===== src/rtl/arf_defs.vh =====
// Register map, field positions, reset values and timing counts for the converter control
`ifndef ARF_DEFS_VH
`define ARF_DEFS_VH
// ====================================================================
// Register byte addresses (one aligned word each)
`define ARF_OFF_CHANNEL_GO      12'h000
`define ARF_OFF_TRIGGER_REF     12'h004
`define ARF_OFF_FORMAT_TIMING   12'h008
`define ARF_OFF_RESULT_HIGH     12'h00C
`define ARF_OFF_RESULT_LOW      12'h010
`define ARF_OFF_SAMPLE_IN       12'h014
// ====================================================================
// Field positions
`define ARF_GO_BIT              1
`define ARF_ENABLE_BIT          0
`define ARF_CHAN_LSB            2
`define ARF_FMT_BIT             7
`define ARF_ACQT_LSB            3
`define ARF_CS_LSB              0
// ====================================================================
// Writable masks and reset values
`define ARF_MASK_CHANNEL_GO     8'h7F
`define ARF_MASK_TRIGGER_REF    8'h8F
`define ARF_MASK_FORMAT_TIMING  8'hBF
`define ARF_RST_CTRL            8'h00
`define ARF_RST_RESULT          8'h00
// ====================================================================
// Timing: dedicated conversion clock, 600 kHz nominal, at 200 MHz core rate
`define ARF_CORE_HZ             200000000
`define ARF_FRC_HZ              600000
`define ARF_FRC_DIV             (`ARF_CORE_HZ / `ARF_FRC_HZ)
`define ARF_CONV_TADS           11
`define ARF_RESULT_BITS         10
`define ARF_AXI_OKAY            2'b00
`define ARF_AXI_SLVERR          2'b10
`endif


===== src/rtl/arf_tad_gen.v =====
// Conversion clock period enable generator
`timescale 1ns/1ps
`include "arf_defs.vh"
module arf_tad_gen #(
	parameter FRC_DIV = `ARF_FRC_DIV
) (
	// Clock and reset
	input  wire       core_clk,
	input  wire       rst_n,
	// Control
	input  wire       run,
	input  wire [2:0] clk_sel,
	// Enable out
	output reg        tad_en
);
	reg [15:0] cnt_r;
	reg [15:0] limit;

	// ====================================================================
	// Divider select
	always @* begin
		case (clk_sel)
			3'h0:    limit = 16'h0001;
			3'h1:    limit = 16'h0007;
			3'h2:    limit = 16'h001F;
			3'h4:    limit = 16'h0003;
			3'h5:    limit = 16'h000F;
			3'h6:    limit = 16'h003F;
			default: limit = FRC_DIV[15:0] - 16'h0001;
		endcase
	end

	always @(posedge core_clk or negedge rst_n) begin
		if (!rst_n) begin
			cnt_r  <= 16'h0000;
			tad_en <= 1'b0;
		end else if (!run) begin
			cnt_r  <= 16'h0000;
			tad_en <= 1'b0;
		end else if (cnt_r >= limit) begin
			cnt_r  <= 16'h0000;
			tad_en <= 1'b1;
		end else begin
			cnt_r  <= cnt_r + 16'h0001;
			tad_en <= 1'b0;
		end
	end
endmodule // arf_tad_gen


===== src/rtl/arf_sar_core.v =====
// Successive-approximation engine: acquisition, ten bit decisions, hold discharge
`timescale 1ns/1ps
module arf_sar_core (
	// Clock and reset
	input  wire       core_clk,
	input  wire       rst_n,
	// Control
	input  wire       start,
	input  wire       abort,
	input  wire       tad_en,
	input  wire [2:0] acq_sel,
	input  wire [9:0] sample,
	// Status and result
	output reg        busy,
	output reg        done,
	output reg  [9:0] result,
	output reg        hold_charged
);
`include "arf_defs.vh"
	localparam S_IDLE = 3'b001;
	localparam S_ACQ  = 3'b010;
	localparam S_CONV = 3'b100;
	reg [2:0] state_r;
	reg [4:0] cnt_r;
	reg [9:0] trial_r;
	reg [9:0] held_r;
	reg [4:0] acq_tads;

	// Acquisition length in conversion periods
	function [4:0] acq_len;
		input [2:0] sel;
		begin
			case (sel)
				3'h0:    acq_len = 5'd0;
				3'h1:    acq_len = 5'd2;
				3'h2:    acq_len = 5'd4;
				3'h3:    acq_len = 5'd6;
				3'h4:    acq_len = 5'd8;
				3'h5:    acq_len = 5'd12;
				3'h6:    acq_len = 5'd16;
				default: acq_len = 5'd20;
			endcase
		end
	endfunction

	always @* acq_tads = acq_len(acq_sel);

	// ====================================================================
	// Sequencer
	always @(posedge core_clk or negedge rst_n) begin
		if (!rst_n) begin
			state_r      <= S_IDLE;
			cnt_r        <= 5'd0;
			trial_r      <= 10'h000;
			held_r       <= 10'h000;
			busy         <= 1'b0;
			done         <= 1'b0;
			result       <= 10'h000;
			hold_charged <= 1'b0;
		end else begin
			done <= 1'b0;
			case (state_r)
				S_IDLE: begin
					if (start) begin
						busy         <= 1'b1;
						hold_charged <= 1'b1;
						cnt_r        <= 5'd0;
						state_r      <= S_ACQ;
					end
				end
				S_ACQ: begin
					if (abort) begin
						busy <= 1'b0; hold_charged <= 1'b0; state_r <= S_IDLE;
					end else if (cnt_r >= acq_tads) begin
						held_r  <= sample;
						trial_r <= 10'h200;
						cnt_r   <= 5'd0;
						state_r <= S_CONV;
					end else if (tad_en) begin
						cnt_r <= cnt_r + 5'd1;
					end
				end
				S_CONV: begin
					if (abort) begin
						busy <= 1'b0; hold_charged <= 1'b0; state_r <= S_IDLE;
					end else if (tad_en) begin
						if (cnt_r == `ARF_RESULT_BITS) begin
							result       <= trial_r;
							done         <= 1'b1;
							busy         <= 1'b0;
							hold_charged <= 1'b0;
							state_r      <= S_IDLE;
						end else begin
							// One decision per period, MSB first
							if (held_r < trial_r)
								trial_r <= (trial_r & ~(10'h200 >> cnt_r)) |
									((10'h200 >> cnt_r) >> 1);
							else
								trial_r <= trial_r | ((10'h200 >> cnt_r) >> 1);
							cnt_r <= cnt_r + 5'd1;
						end
					end
				end
				default: state_r <= S_IDLE;
			endcase
		end
	end
endmodule // arf_sar_core


===== src/rtl/arf_adc_top.v =====
// Converter control top: AXI4-Lite registers, result formatting, conversion sequencing
//
// Behaviour
// Right format: result 9:8 in high bits 1:0
// Right format: result 7:0 in low byte
// Software waits acquisition after channel change
// Hold element discharged after every conversion
// Result has 1024 steps, ten bits
// Go bit starts conversion, self-clears
// Format select bit 7: 1 right, 0 left
// Left format: 9:2 high, 1:0 low 7:6
// Both result bytes updated before go clears; the code loads them on the same edge that clears go, and not at all on abort
`timescale 1ns/1ps
`include "arf_defs.vh"
module arf_adc_top #(
	parameter FRC_DIV = `ARF_FRC_DIV
) (
	// Clock and reset
	input  wire        core_clk,
	input  wire        rst_n,
	// AXI4-Lite write address
	input  wire [11:0] s_axi_awaddr,
	input  wire        s_axi_awvalid,
	output reg         s_axi_awready,
	// AXI4-Lite write data
	input  wire [31:0] s_axi_wdata,
	input  wire [3:0]  s_axi_wstrb,
	input  wire        s_axi_wvalid,
	output reg         s_axi_wready,
	// AXI4-Lite write response
	output reg  [1:0]  s_axi_bresp,
	output reg         s_axi_bvalid,
	input  wire        s_axi_bready,
	// AXI4-Lite read address
	input  wire [11:0] s_axi_araddr,
	input  wire        s_axi_arvalid,
	output reg         s_axi_arready,
	// AXI4-Lite read data
	output reg  [31:0] s_axi_rdata,
	output reg  [1:0]  s_axi_rresp,
	output reg         s_axi_rvalid,
	input  wire        s_axi_rready,
	// Analog front end
	input  wire [9:0]  analog_sample,
	output reg  [4:0]  channel_sel,
	output reg         sample_hold_capacitor
);
	// ====================================================================
	// Registers
	reg  [7:0]  chan_go_r;
	reg  [7:0]  trig_ref_r;
	reg  [7:0]  fmt_tim_r;
	reg  [7:0]  res_hi_r;
	reg  [7:0]  res_lo_r;
	reg  [11:0] aw_addr_r;
	reg  [31:0] w_data_r;
	reg         aw_have_r;
	reg         w_have_r;
	reg         w_strb0_r;
	reg  [9:0]  samp_s1_r;
	reg  [9:0]  samp_s2_r;
	reg  [9:0]  samp_s3_r;
	reg  [9:0]  samp_stable_r;
	wire        busy;
	wire        done;
	wire        hold;
	wire        tad_en;
	wire [9:0]  conversion_result_word;
	wire        wr_fire;
	wire        go_set;
	wire        enable;
	wire        wr_hit;
	reg  [7:0]  chan_go_nxt;
	reg  [7:0]  trig_ref_nxt;
	reg  [7:0]  fmt_tim_nxt;
	reg  [7:0]  res_hi_nxt;
	reg  [7:0]  res_lo_nxt;
	reg  [4:0]  chan_sel_nxt;

	localparam [7:0] GO_MASK = 8'h01 << `ARF_GO_BIT;

	assign wr_fire = aw_have_r && w_have_r && !s_axi_bvalid;
	assign wr_hit  = wr_fire && w_strb0_r;
	assign enable  = chan_go_r[`ARF_ENABLE_BIT];
	// A start is refused while a conversion runs or the converter stays off
	assign go_set  = wr_fire && w_strb0_r && aw_addr_r == `ARF_OFF_CHANNEL_GO &&
		w_data_r[`ARF_GO_BIT] && enable_nxt(w_data_r[7:0]) && !busy;

	function enable_nxt;
		input [7:0] d;
		begin
			enable_nxt = d[`ARF_ENABLE_BIT];
		end
	endfunction

	// Whether a word address names a register; the sample word is read only
	function addr_known;
		input [11:0] a;
		input        for_read;
		begin
			addr_known = (a <= `ARF_OFF_RESULT_LOW) ||
				(for_read && a == `ARF_OFF_SAMPLE_IN);
		end
	endfunction

	// ====================================================================
	// Sample input synchroniser: accepted when stages two and three agree
	always @(posedge core_clk or negedge rst_n) begin
		if (!rst_n) begin
			samp_s1_r     <= 10'h000;
			samp_s2_r     <= 10'h000;
			samp_s3_r     <= 10'h000;
			samp_stable_r <= 10'h000;
		end else begin
			samp_s1_r <= analog_sample;
			samp_s2_r <= samp_s1_r;
			samp_s3_r <= samp_s2_r;
			if (samp_s2_r == samp_s3_r)
				samp_stable_r <= samp_s3_r;
		end
	end

	// ====================================================================
	// Conversion engine
	arf_tad_gen #(
		.FRC_DIV (FRC_DIV)
	) u_tad (
		.core_clk (core_clk),
		.rst_n    (rst_n),
		.run      (busy),
		.clk_sel  (fmt_tim_r[`ARF_CS_LSB +: 3]),
		.tad_en   (tad_en)
	);

	arf_sar_core u_sar (
		.core_clk     (core_clk),
		.rst_n        (rst_n),
		.start        (go_set),
		.abort        (!enable),
		.tad_en       (tad_en),
		.acq_sel      (fmt_tim_r[`ARF_ACQT_LSB +: 3]),
		.sample       (samp_stable_r),
		.busy         (busy),
		.done         (done),
		.result       (conversion_result_word),
		.hold_charged (hold)
	);

	// ====================================================================
	// AXI4-Lite write path: address and data taken in either order
	// Each ready is a one-cycle pulse, so the master holds valid until it
	always @(posedge core_clk or negedge rst_n) begin
		if (!rst_n) begin
			s_axi_awready <= 1'b0;
			s_axi_wready  <= 1'b0;
			s_axi_bvalid  <= 1'b0;
			s_axi_bresp   <= `ARF_AXI_OKAY;
			aw_have_r     <= 1'b0;
			w_have_r      <= 1'b0;
			aw_addr_r     <= 12'h000;
			w_data_r      <= 32'h0000_0000;
			w_strb0_r     <= 1'b0;
		end else begin
			s_axi_awready <= !aw_have_r && !s_axi_awready && s_axi_awvalid;
			s_axi_wready  <= !w_have_r && !s_axi_wready && s_axi_wvalid;
			if (s_axi_awvalid && s_axi_awready) begin
				aw_have_r <= 1'b1;
				aw_addr_r <= {s_axi_awaddr[11:2], 2'b00};
			end
			if (s_axi_wvalid && s_axi_wready) begin
				w_have_r  <= 1'b1;
				w_data_r  <= s_axi_wdata;
				w_strb0_r <= s_axi_wstrb[0];
			end
			if (wr_fire) begin
				aw_have_r    <= 1'b0;
				w_have_r     <= 1'b0;
				s_axi_bvalid <= 1'b1;
				s_axi_bresp  <= addr_known(aw_addr_r, 1'b0) ?
					`ARF_AXI_OKAY : `ARF_AXI_SLVERR;
			end else if (s_axi_bvalid && s_axi_bready) begin
				s_axi_bvalid <= 1'b0;
			end
		end
	end

	// ====================================================================
	// Register file next values: conversion end wins over a same-cycle write
	// to a result byte, and a start wins over the automatic go clear
	always @* begin
		chan_go_nxt  = chan_go_r;
		trig_ref_nxt = trig_ref_r;
		fmt_tim_nxt  = fmt_tim_r;
		res_hi_nxt   = res_hi_r;
		res_lo_nxt   = res_lo_r;
		chan_sel_nxt = channel_sel;
		if (wr_hit) begin
			case (aw_addr_r)
				`ARF_OFF_CHANNEL_GO: begin
					// Go is never cleared by software, only by the sequencer
					chan_go_nxt  = (w_data_r[7:0] & `ARF_MASK_CHANNEL_GO & ~GO_MASK) |
						(chan_go_r & GO_MASK);
					chan_sel_nxt = w_data_r[`ARF_CHAN_LSB +: 5];
				end
				`ARF_OFF_TRIGGER_REF:
					trig_ref_nxt = w_data_r[7:0] & `ARF_MASK_TRIGGER_REF;
				`ARF_OFF_FORMAT_TIMING:
					fmt_tim_nxt = w_data_r[7:0] & `ARF_MASK_FORMAT_TIMING;
				`ARF_OFF_RESULT_HIGH:
					res_hi_nxt = w_data_r[7:0];
				`ARF_OFF_RESULT_LOW:
					res_lo_nxt = w_data_r[7:0];
				default: ;
			endcase
		end
		if (done) begin
			// Both bytes in the same edge that clears go
			if (fmt_tim_r[`ARF_FMT_BIT]) begin
				res_hi_nxt = {6'b000000, conversion_result_word[9:8]};
				res_lo_nxt = conversion_result_word[7:0];
			end else begin
				res_hi_nxt = conversion_result_word[9:2];
				res_lo_nxt = {conversion_result_word[1:0], 6'b000000};
			end
		end
		// A start in the same cycle as a finish keeps go set
		if (go_set)
			chan_go_nxt = chan_go_nxt | GO_MASK;
		else if (done || !busy)
			chan_go_nxt = chan_go_nxt & ~GO_MASK;
	end

	always @(posedge core_clk or negedge rst_n) begin
		if (!rst_n) begin
			chan_go_r             <= `ARF_RST_CTRL;
			trig_ref_r            <= `ARF_RST_CTRL;
			fmt_tim_r             <= `ARF_RST_CTRL;
			res_hi_r              <= `ARF_RST_RESULT;
			res_lo_r              <= `ARF_RST_RESULT;
			channel_sel           <= 5'h00;
			sample_hold_capacitor <= 1'b0;
		end else begin
			sample_hold_capacitor <= hold;
			chan_go_r             <= chan_go_nxt;
			trig_ref_r            <= trig_ref_nxt;
			fmt_tim_r             <= fmt_tim_nxt;
			res_hi_r              <= res_hi_nxt;
			res_lo_r              <= res_lo_nxt;
			channel_sel           <= chan_sel_nxt;
		end
	end

	// ====================================================================
	// AXI4-Lite read path
	always @(posedge core_clk or negedge rst_n) begin
		if (!rst_n) begin
			s_axi_arready <= 1'b0;
			s_axi_rvalid  <= 1'b0;
			s_axi_rdata   <= 32'h0000_0000;
			s_axi_rresp   <= `ARF_AXI_OKAY;
		end else begin
			s_axi_arready <= !s_axi_arready && !s_axi_rvalid && s_axi_arvalid;
			if (s_axi_arvalid && s_axi_arready) begin
				s_axi_rvalid <= 1'b1;
				s_axi_rresp  <= addr_known({s_axi_araddr[11:2], 2'b00}, 1'b1) ?
					`ARF_AXI_OKAY : `ARF_AXI_SLVERR;
				case ({s_axi_araddr[11:2], 2'b00})
					`ARF_OFF_CHANNEL_GO:    s_axi_rdata <= {24'h00_0000, chan_go_r};
					`ARF_OFF_TRIGGER_REF:   s_axi_rdata <= {24'h00_0000, trig_ref_r};
					`ARF_OFF_FORMAT_TIMING: s_axi_rdata <= {24'h00_0000, fmt_tim_r};
					`ARF_OFF_RESULT_HIGH:   s_axi_rdata <= {24'h00_0000, res_hi_r};
					`ARF_OFF_RESULT_LOW:    s_axi_rdata <= {24'h00_0000, res_lo_r};
					`ARF_OFF_SAMPLE_IN:     s_axi_rdata <= {22'h00_0000, samp_stable_r};
					default:                s_axi_rdata <= 32'h0000_0000;
				endcase
			end else if (s_axi_rvalid && s_axi_rready) begin
				s_axi_rvalid <= 1'b0;
			end
		end
	end
endmodule // arf_adc_top


===== config.mk =====
export PLATFORM = sky130hd
export DESIGN_NAME = arf_adc_top
export DESIGN_NICKNAME = d
export VERILOG_FILES = /design/src/rtl/arf_tad_gen.v /design/src/rtl/arf_sar_core.v /design/src/rtl/arf_adc_top.v
export VERILOG_INCLUDE_DIRS = /design/src /design/src/rtl
export SDC_FILE = /design/constraint.sdc
export NUM_CORES = 1
export LEC_CHECK = 0
export ABC_AREA = 1
export BUFFER_PORTS_ARGS = -buffer_cell sky130_fd_sc_hd__buf_2
export CORE_MARGIN = 2
export CORE_UTILIZATION = 54
export DETAILED_ROUTE_END_ITERATION = 10
export PLACE_DENSITY = 0.86
export SYNTH_ARGS = -nofsm -noshare
export SYNTH_HDL_FRONTEND = slang
export SYNTH_HIERARCHICAL = 1
export SYNTH_SLANG_ARGS = --single-unit
export TNS_END_PERCENT = 1

===== constraint.sdc =====
create_clock -name core_clk -period 3.6 [get_ports core_clk]
set_clock_uncertainty 0.05 [all_clocks]
set_input_delay 0.18 -clock core_clk [delete_from_list [all_inputs] [get_ports core_clk]]
set_output_delay 0.18 -clock core_clk [all_outputs]
set_load 0.1 [all_outputs]

## Word level (Yosys, flattened, before mapping)

Index checks and enable logic that the tools add are counted.

| cells by class | value |
|---|---|
| mux-type cells | 61 |
| $add $sub $neg | 2 |
| shift-type cells | 1 |
| reduce and logical (&&, ||, !) cells | 55 |
| $lt $le $gt $ge | 5 |
| bitwise logic cells | 5 |
| eq/ne operators | 36 |

Operators with widths:

| operator | number |
|---|---|
| 8-bit two-way mux | 10 |
| 10-bit two-way mux | 6 |
| 10-bit case mux with 6 select lines | 1 |
| 9-bit case mux with 6 select lines | 1 |
| 10-bit by 2-bit equality test with 1-bit output (second input constant) | 4 |
| 5-bit two-way mux | 7 |
| 5-bit case mux with 7 select lines | 1 |
| 16-bit two-way mux | 2 |
| 10-bit by 3-bit equality test with 1-bit output (second input constant) | 3 |
| 12-bit by 5-bit <= comparator with 1-bit output (second input constant) | 2 |
| 3-bit equality test (second input constant) | 7 |
| 10-bit by 1-bit equality test with 1-bit output (second input constant) | 2 |
| 10-bit by 9-bit bitwise OR with 10-bit output | 2 |
| 10-bit case mux with 2 select lines | 1 |
| 1-bit two-way mux | 19 |
| 1-bit logical AND | 18 |
| 3-bit two-way mux | 6 |
| 16-bit by 1-bit adder with 16-bit output (second input constant) | 1 |
| 16-bit by 9-bit greater-or-equal comparator with 1-bit output | 1 |
| 2-bit nonzero test | 8 |
| 5-bit case mux with 3 select lines | 1 |
| 3-bit by 2-bit equality test with 1-bit output (second input constant) | 4 |
| 12-bit zero test | 1 |
| 2-bit inequality test (second input constant) | 6 |
| other kinds (27) | 51 |

| storage, ports and cells | value |
|---|---|
| bits in registers | 201 |
| output and inout port bits | 47 |
| word-level logic and storage cells | 199 |
| bits of input ports | 77 |

## Logic depth before layout (Yosys ltp)

| logic depth | value |
|---|---|
| depth in word-level cells | 9 |
| gate-level depth with buffers | 13 |
| gate-level depth less buffers | 13 |

## Modules after synthesis

The synthesis kept the hierarchy.

By module, submodules not included:

| module | area an instance (µm²) | cells each | instances | sequential area each (µm²) |
|---|---|---|---|---|
| arf_adc_top | 5094.9 | 564 | 1 | 2852.7 |
| arf_sar_core | 2612.5 | 337 | 1 | 1002.2 |
| arf_tad_gen | 925.9 | 105 | 1 | 425.4 |

## Least setup slack after synthesis

OpenSTA, ideal clock, no wires.

| path | value |
|---|---|
| path kind | reg2reg |
| start point | register s_axi_bvalid |
| end point | register u_sar.cnt_r[0] |
| slack | 1.360 ns |
| stages on the path, launching flop included | 12 |
| library setup time | 0.118 ns |
| required time | 3.432 ns |
| arrival | 2.071 ns |
| path buffers | 0 |
| period minus slack after synthesis | 2.240 ns |
| cell sequence | dfrtp_1 > inv_1 > nand3_2 > nor3_1 > nand4_1 > nor2_1 > or2_4 > nand2_2 > nor2_4 > nand2_4 > nand2_1 > nand2_1 |

| on the way | value |
|---|---|
| cells in the longest elaborated chain, start to end | 9 |

Ends and longest elaborated chain:

| element | line | text |
|---|---|---|
| start: declaration | arf_adc_top.v:32 | `output reg s_axi_bvalid,` |
| start signal: assignment | arf_adc_top.v:156 | `s_axi_bvalid <= 1'b0;` |
| start signal: assignment | arf_adc_top.v:178 | `s_axi_bvalid <= 1'b1;` |
| start signal: assignment | arf_adc_top.v:182 | `s_axi_bvalid <= 1'b0;` |
| 1-bit zero test | arf_adc_top.v:82 | `assign wr_fire = aw_have_r && w_have_r && !s_axi_bvalid;` |
| 1-bit logical AND | arf_adc_top.v:82 |  |
| 1-bit logical AND | arf_adc_top.v:86 | `` assign go_set = wr_fire && w_strb0_r && aw_addr_r == `ARF_OFF_CHANNEL_GO && `` |
| 1-bit logical AND (no line) | - |  |
| 1-bit logical AND (3 in series) | arf_adc_top.v:86 |  |
| via go_set | arf_adc_top.v:70 | `wire go_set;` |
| 2-bit inequality test (no line) | - |  |
| 7-bit AND reduction (no line) | - |  |
| end signal: assignment | arf_sar_core.v:80 | `cnt_r <= cnt_r + 5'd1;` |
| end signal: assignment | arf_sar_core.v:100 | `cnt_r <= cnt_r + 5'd1;` |
| end: declaration | arf_sar_core.v:24 | `reg [4:0] cnt_r;` |

The timed path passes the listed nets, and every way through them passes these cells.
A chain may end at the register's enable or synchronous reset.

## Worst setup path in the final report

| path | value |
|---|---|
| start point | register fmt_tim_r[5] |
| end point | register u_sar.trial_r[4] |

| on the way | value |
|---|---|
| cells in the longest elaborated chain, start to end | 5 |
| elaborated cells between the ends (all ways) | 11 |
| those cells by class | order compare (1); eq/ne (7); mux (1); reduce/logical (2) |

Ends and longest elaborated chain:

| element | line | text |
|---|---|---|
| start: declaration | arf_adc_top.v:52 | `reg [7:0] fmt_tim_r;` |
| start signal: assignment | arf_adc_top.v:237 | `` fmt_tim_r <= `ARF_RST_CTRL; `` |
| start signal: assignment | arf_adc_top.v:246 | `fmt_tim_r <= fmt_tim_nxt;` |
| 3-bit equality test (tied with other cells) | arf_sar_core.v:33 | `case (sel)` |
| 5-bit case mux with 7 select lines * | arf_sar_core.v:33 |  |
| 5-bit greater-or-equal comparator * | arf_sar_core.v:74 | `end else if (cnt_r >= acq_tads) begin` |
| 2-bit by 1-bit inequality test with 1-bit output (no line) * | - |  |
| 6-bit AND reduction (no line) * | - |  |
| end signal: assignment | arf_sar_core.v:96 | `trial_r <= (trial_r & ~(10'h200 >> cnt_r)) \|` |
| end signal: assignment | arf_sar_core.v:99 | `trial_r <= trial_r \| ((10'h200 >> cnt_r) >> 1);` |
| end: declaration | arf_sar_core.v:25 | `reg [9:0] trial_r;` |

Every way passes the cells marked *; elsewhere a longest branch is shown, timed or not.

==> results.cfg <==
[setup_path]
worstSetupEndpointType = register
cp-start-kind = register
arrival_ns = 2.62
cp_max_fo = 14
critical_path_class = reg2reg
worstPathRequired_ns = 3.88

[drt]
vias = 7230
wl_um = 20800
ant_nets = 0
drt-initial-drc-count = 943
drcViolationCount = 0
viasPerCell = 5.41
first_pass_iters = 6
wl_per_cell_um = 15.6

[logic_synthesis]
syn_inst = 1006
synth-warning-count = 6
synth_top_family_by_area = simple AND/OR/NAND/NOR gates
synth_top_area_share_pct = 49.3
seq_area_frac_synth_pct = 49.6
async_reset_ff_share_pct = 100
muxShareOfSynthArea_pct = 0
ys_types = 48
synth_compound_area_share_pct = 7.99
synth-simple-area-share_pct = 28.0
synthFlopType = dfrtp_1
synth-seq-cells = 171
synthAdderAreaFrac_pct = 4.06
mappedNetlistArea_um2 = 8630
yosys.area.top_type = dfrtp_1
synth_xor_area_share_pct = 1.42
synth_edf_count = 0
synthTopCellsByArea = dfrtp_1 (49%), nand2_1 (13%), nand3_1 (5.0%)
avgSynthCellArea_um2 = 8.58

[layout]
final_cell_mix = nand2_1 (296), dfrtp_1 (170), inv_1 (98)
diodes = 0
drive_above_1_share_pct = 15.5
layout_commonest_cell = nand2_1
syn_to_final_growth_pct = 14.7
finalNetCount = 1213

[place]
io_buffer_count = 68
place_ws_ns = 1.39
gp_congestion = 0.917
hpwl_um = 13300

[clock_tree]
cts_tree = built
insertion_delay_ns = 0.44
post_cts_buffers = 0
cts_max_level = 4
numCtsBuffers = 17
path_clk_slew_ns = 0.06
clockRootBuffer = clkbuf_16
numClockSinks = 171
cts_resized = 0
clock_path_buffers = 2

[pwr]
p_leak_nw = 5.02
pwr_density_cell_nw_per_um2 = 545
ir_worst_vdd_uv = 433

[timing]
slew_violations = 0
period_needed_ns = 2.34
worst_pin_slew_ns = 0.994
maxSlewHeadroom_pct = 33.5
setup_tns_ns = 0
fmax_ghz = 0.428
setup_viol = 0
fin_ws_ns = 1.26
finalCritPeriodShare_pct = 64.9
finalHoldViolCount = 0
rsz0062_at_grt = no

[grt]
antenna_found_initial = 0
track_usage_pct = 25.5
grt_max_degree = 92
first_global_vias = 6915
grt_pass1_wl_um = 33400
grt_remaining_overflow = 0

[outcome]
status = completed

[worst_hold_path]
hold_class = in2reg

[floorplanning]
coreArea_um2 = 15800
io_pins = 124
rows = 46
fp.dieArea_um2 = 17000
start_util_pct = 54.7
die_w_um = 130
die_h_um = 130

[flow_run]
maxCapViolations = 0
-- metal layers --
| layer | routed length, um | up-vias | part of all wire (%) | GRT usage (%) |
|---|---|---|---|---|
| met4 | 858 | 0 | 4.1 | 13.8 |
| li1 | - | 3387 | - | - |
| met1 | 8320 | 3414 | 40 | 31.9 |
| met5 | 0 | - | 0 | 0 |
| met2 | 10200 | 353 | 49 | 41.6 |
| met3 | 1390 | 76 | 6.7 | 5.66 |
-- final timing paths --
| path | from | endpoint | slack [ns] | cells past startpoint |
|---|---|---|---|---|
| worst min-delay path | s_axi_araddr[3] | s_axi_rresp[1] | 0.23 | 7 |
| max in group asynchronous | rst_n | u_sar/state_r[0] | 2.27 | 3 |
| worst max-delay path | fmt_tim_r[5] | u_sar/trial_r[4] | 1.26 | 12 |
| worst max register to register | fmt_tim_r[5] | u_sar/trial_r[4] | 1.26 | 12 |
| worst min register to register | samp_s1_r[4] | samp_s2_r[4] | 0.30 | 0 |
| min in group asynchronous | rst_n | aw_have_r | 0.32 | 2 |
-- flip-flops by register name, indices dropped and copies added (netlist names), 7 cells and up --
| name | flops |
|---|---|
| aw_addr_r | 10 |
| fmt_tim_r | 7 |
| res_hi_r | 8 |
| res_lo_r | 8 |
| s_axi_rdata | 10 |
| samp_s1_r | 10 |
| samp_s2_r | 10 |
| samp_s3_r | 10 |
| samp_stable_r | 10 |
| u_sar/held_r | 10 |
| u_sar/result | 10 |
| u_sar/trial_r | 10 |
| u_tad/cnt_r | 16 |
| w_data_r | 8 |
-- per-stage QoR --
stage	hold slack, ns	power, W	instance area, um^2	std cells	util, %
6_report	0.233	0.00540	9900	1336	62.8
5_1_grt	0.270	0.00562	9900	1336	62.8
4_1_cts	0.212	0.00535	9900	1336	62.8
3_5_place_dp	0.239	0.00365	9010	1270	57.2
3_3_place_gp	0.238	0.00361	9010	1270	57.2
2_1_floorplan	-0.166	0.00337	8740	1034	-
-- Yosys cell counts, types with 3 or more instances --
cell      count
a21oi_1      20
buf_2         6
buf_4        36
buf_6         4
clkbuf_1      5
dfrtp_1     170
ha_1         28
inv_1        98
inv_2         5
nand2_1     296
nand2_2       8
nand2_4       5
nand3_1      86
nand3_2       7
nand4_1      14
nor2_1       69
nor2_2        4
nor2_4        7
nor3_1        4
nor3_4        3
nor3b_1       3
o21ai_0      49
o21ai_1       5
o21ai_2      17
o21bai_1      4
o221ai_1      4
o22ai_1       8
or2_2         4
xnor2_1       3
xor2_1       11
-- what timing repair did --
action	in CTS	in global routing
endpoints found under the hold margin	122	0
hold buffers	35	0
endpoints found under the setup margin	0	0
-- kinds of logic after synthesis --
family | Yosys count
compound gates | 114
xor+xnor | 14
fa+ha+maj | 28
buf+inv | 156
flops | 171
other cells | 2
simple gates | 521
-- critical path, cell delays in order (launching register included) --
cell	delay (ns)
dfrtp_1	0.47
nand2_1	0.10
o21ai_0	0.10
ha_1	0.31
inv_1	0.04
o21bai_1	0.16
nand3_1	0.19
nand2_2	0.16
nand2_2	0.20
nand2_1	0.14
nand2_2	0.14
nand2_1	0.10
nand2_1	0.05
-- where the power goes --
part	leakage, nW	total [W]	switching, W	internal [W]
Clock	0.243	0.00168	0.000786	0.000897
Sequential	2.23	0.00234	0.000184	0.00215
Combinational	2.54	0.00138	0.00106	0.000315
Total	5.02	0.00540	0.00203	0.00337
-- cell type report --
type,instances,area (um^2)
clock inverters,13,97.6
flip-flops and latches,171,4280
well taps,216,270
multi-input cells,707,3690
fillers,1234,5870
clock buffers,18,439
inverters,105,399
repair buffers,106,719
(Power assumes the default switching activity.)
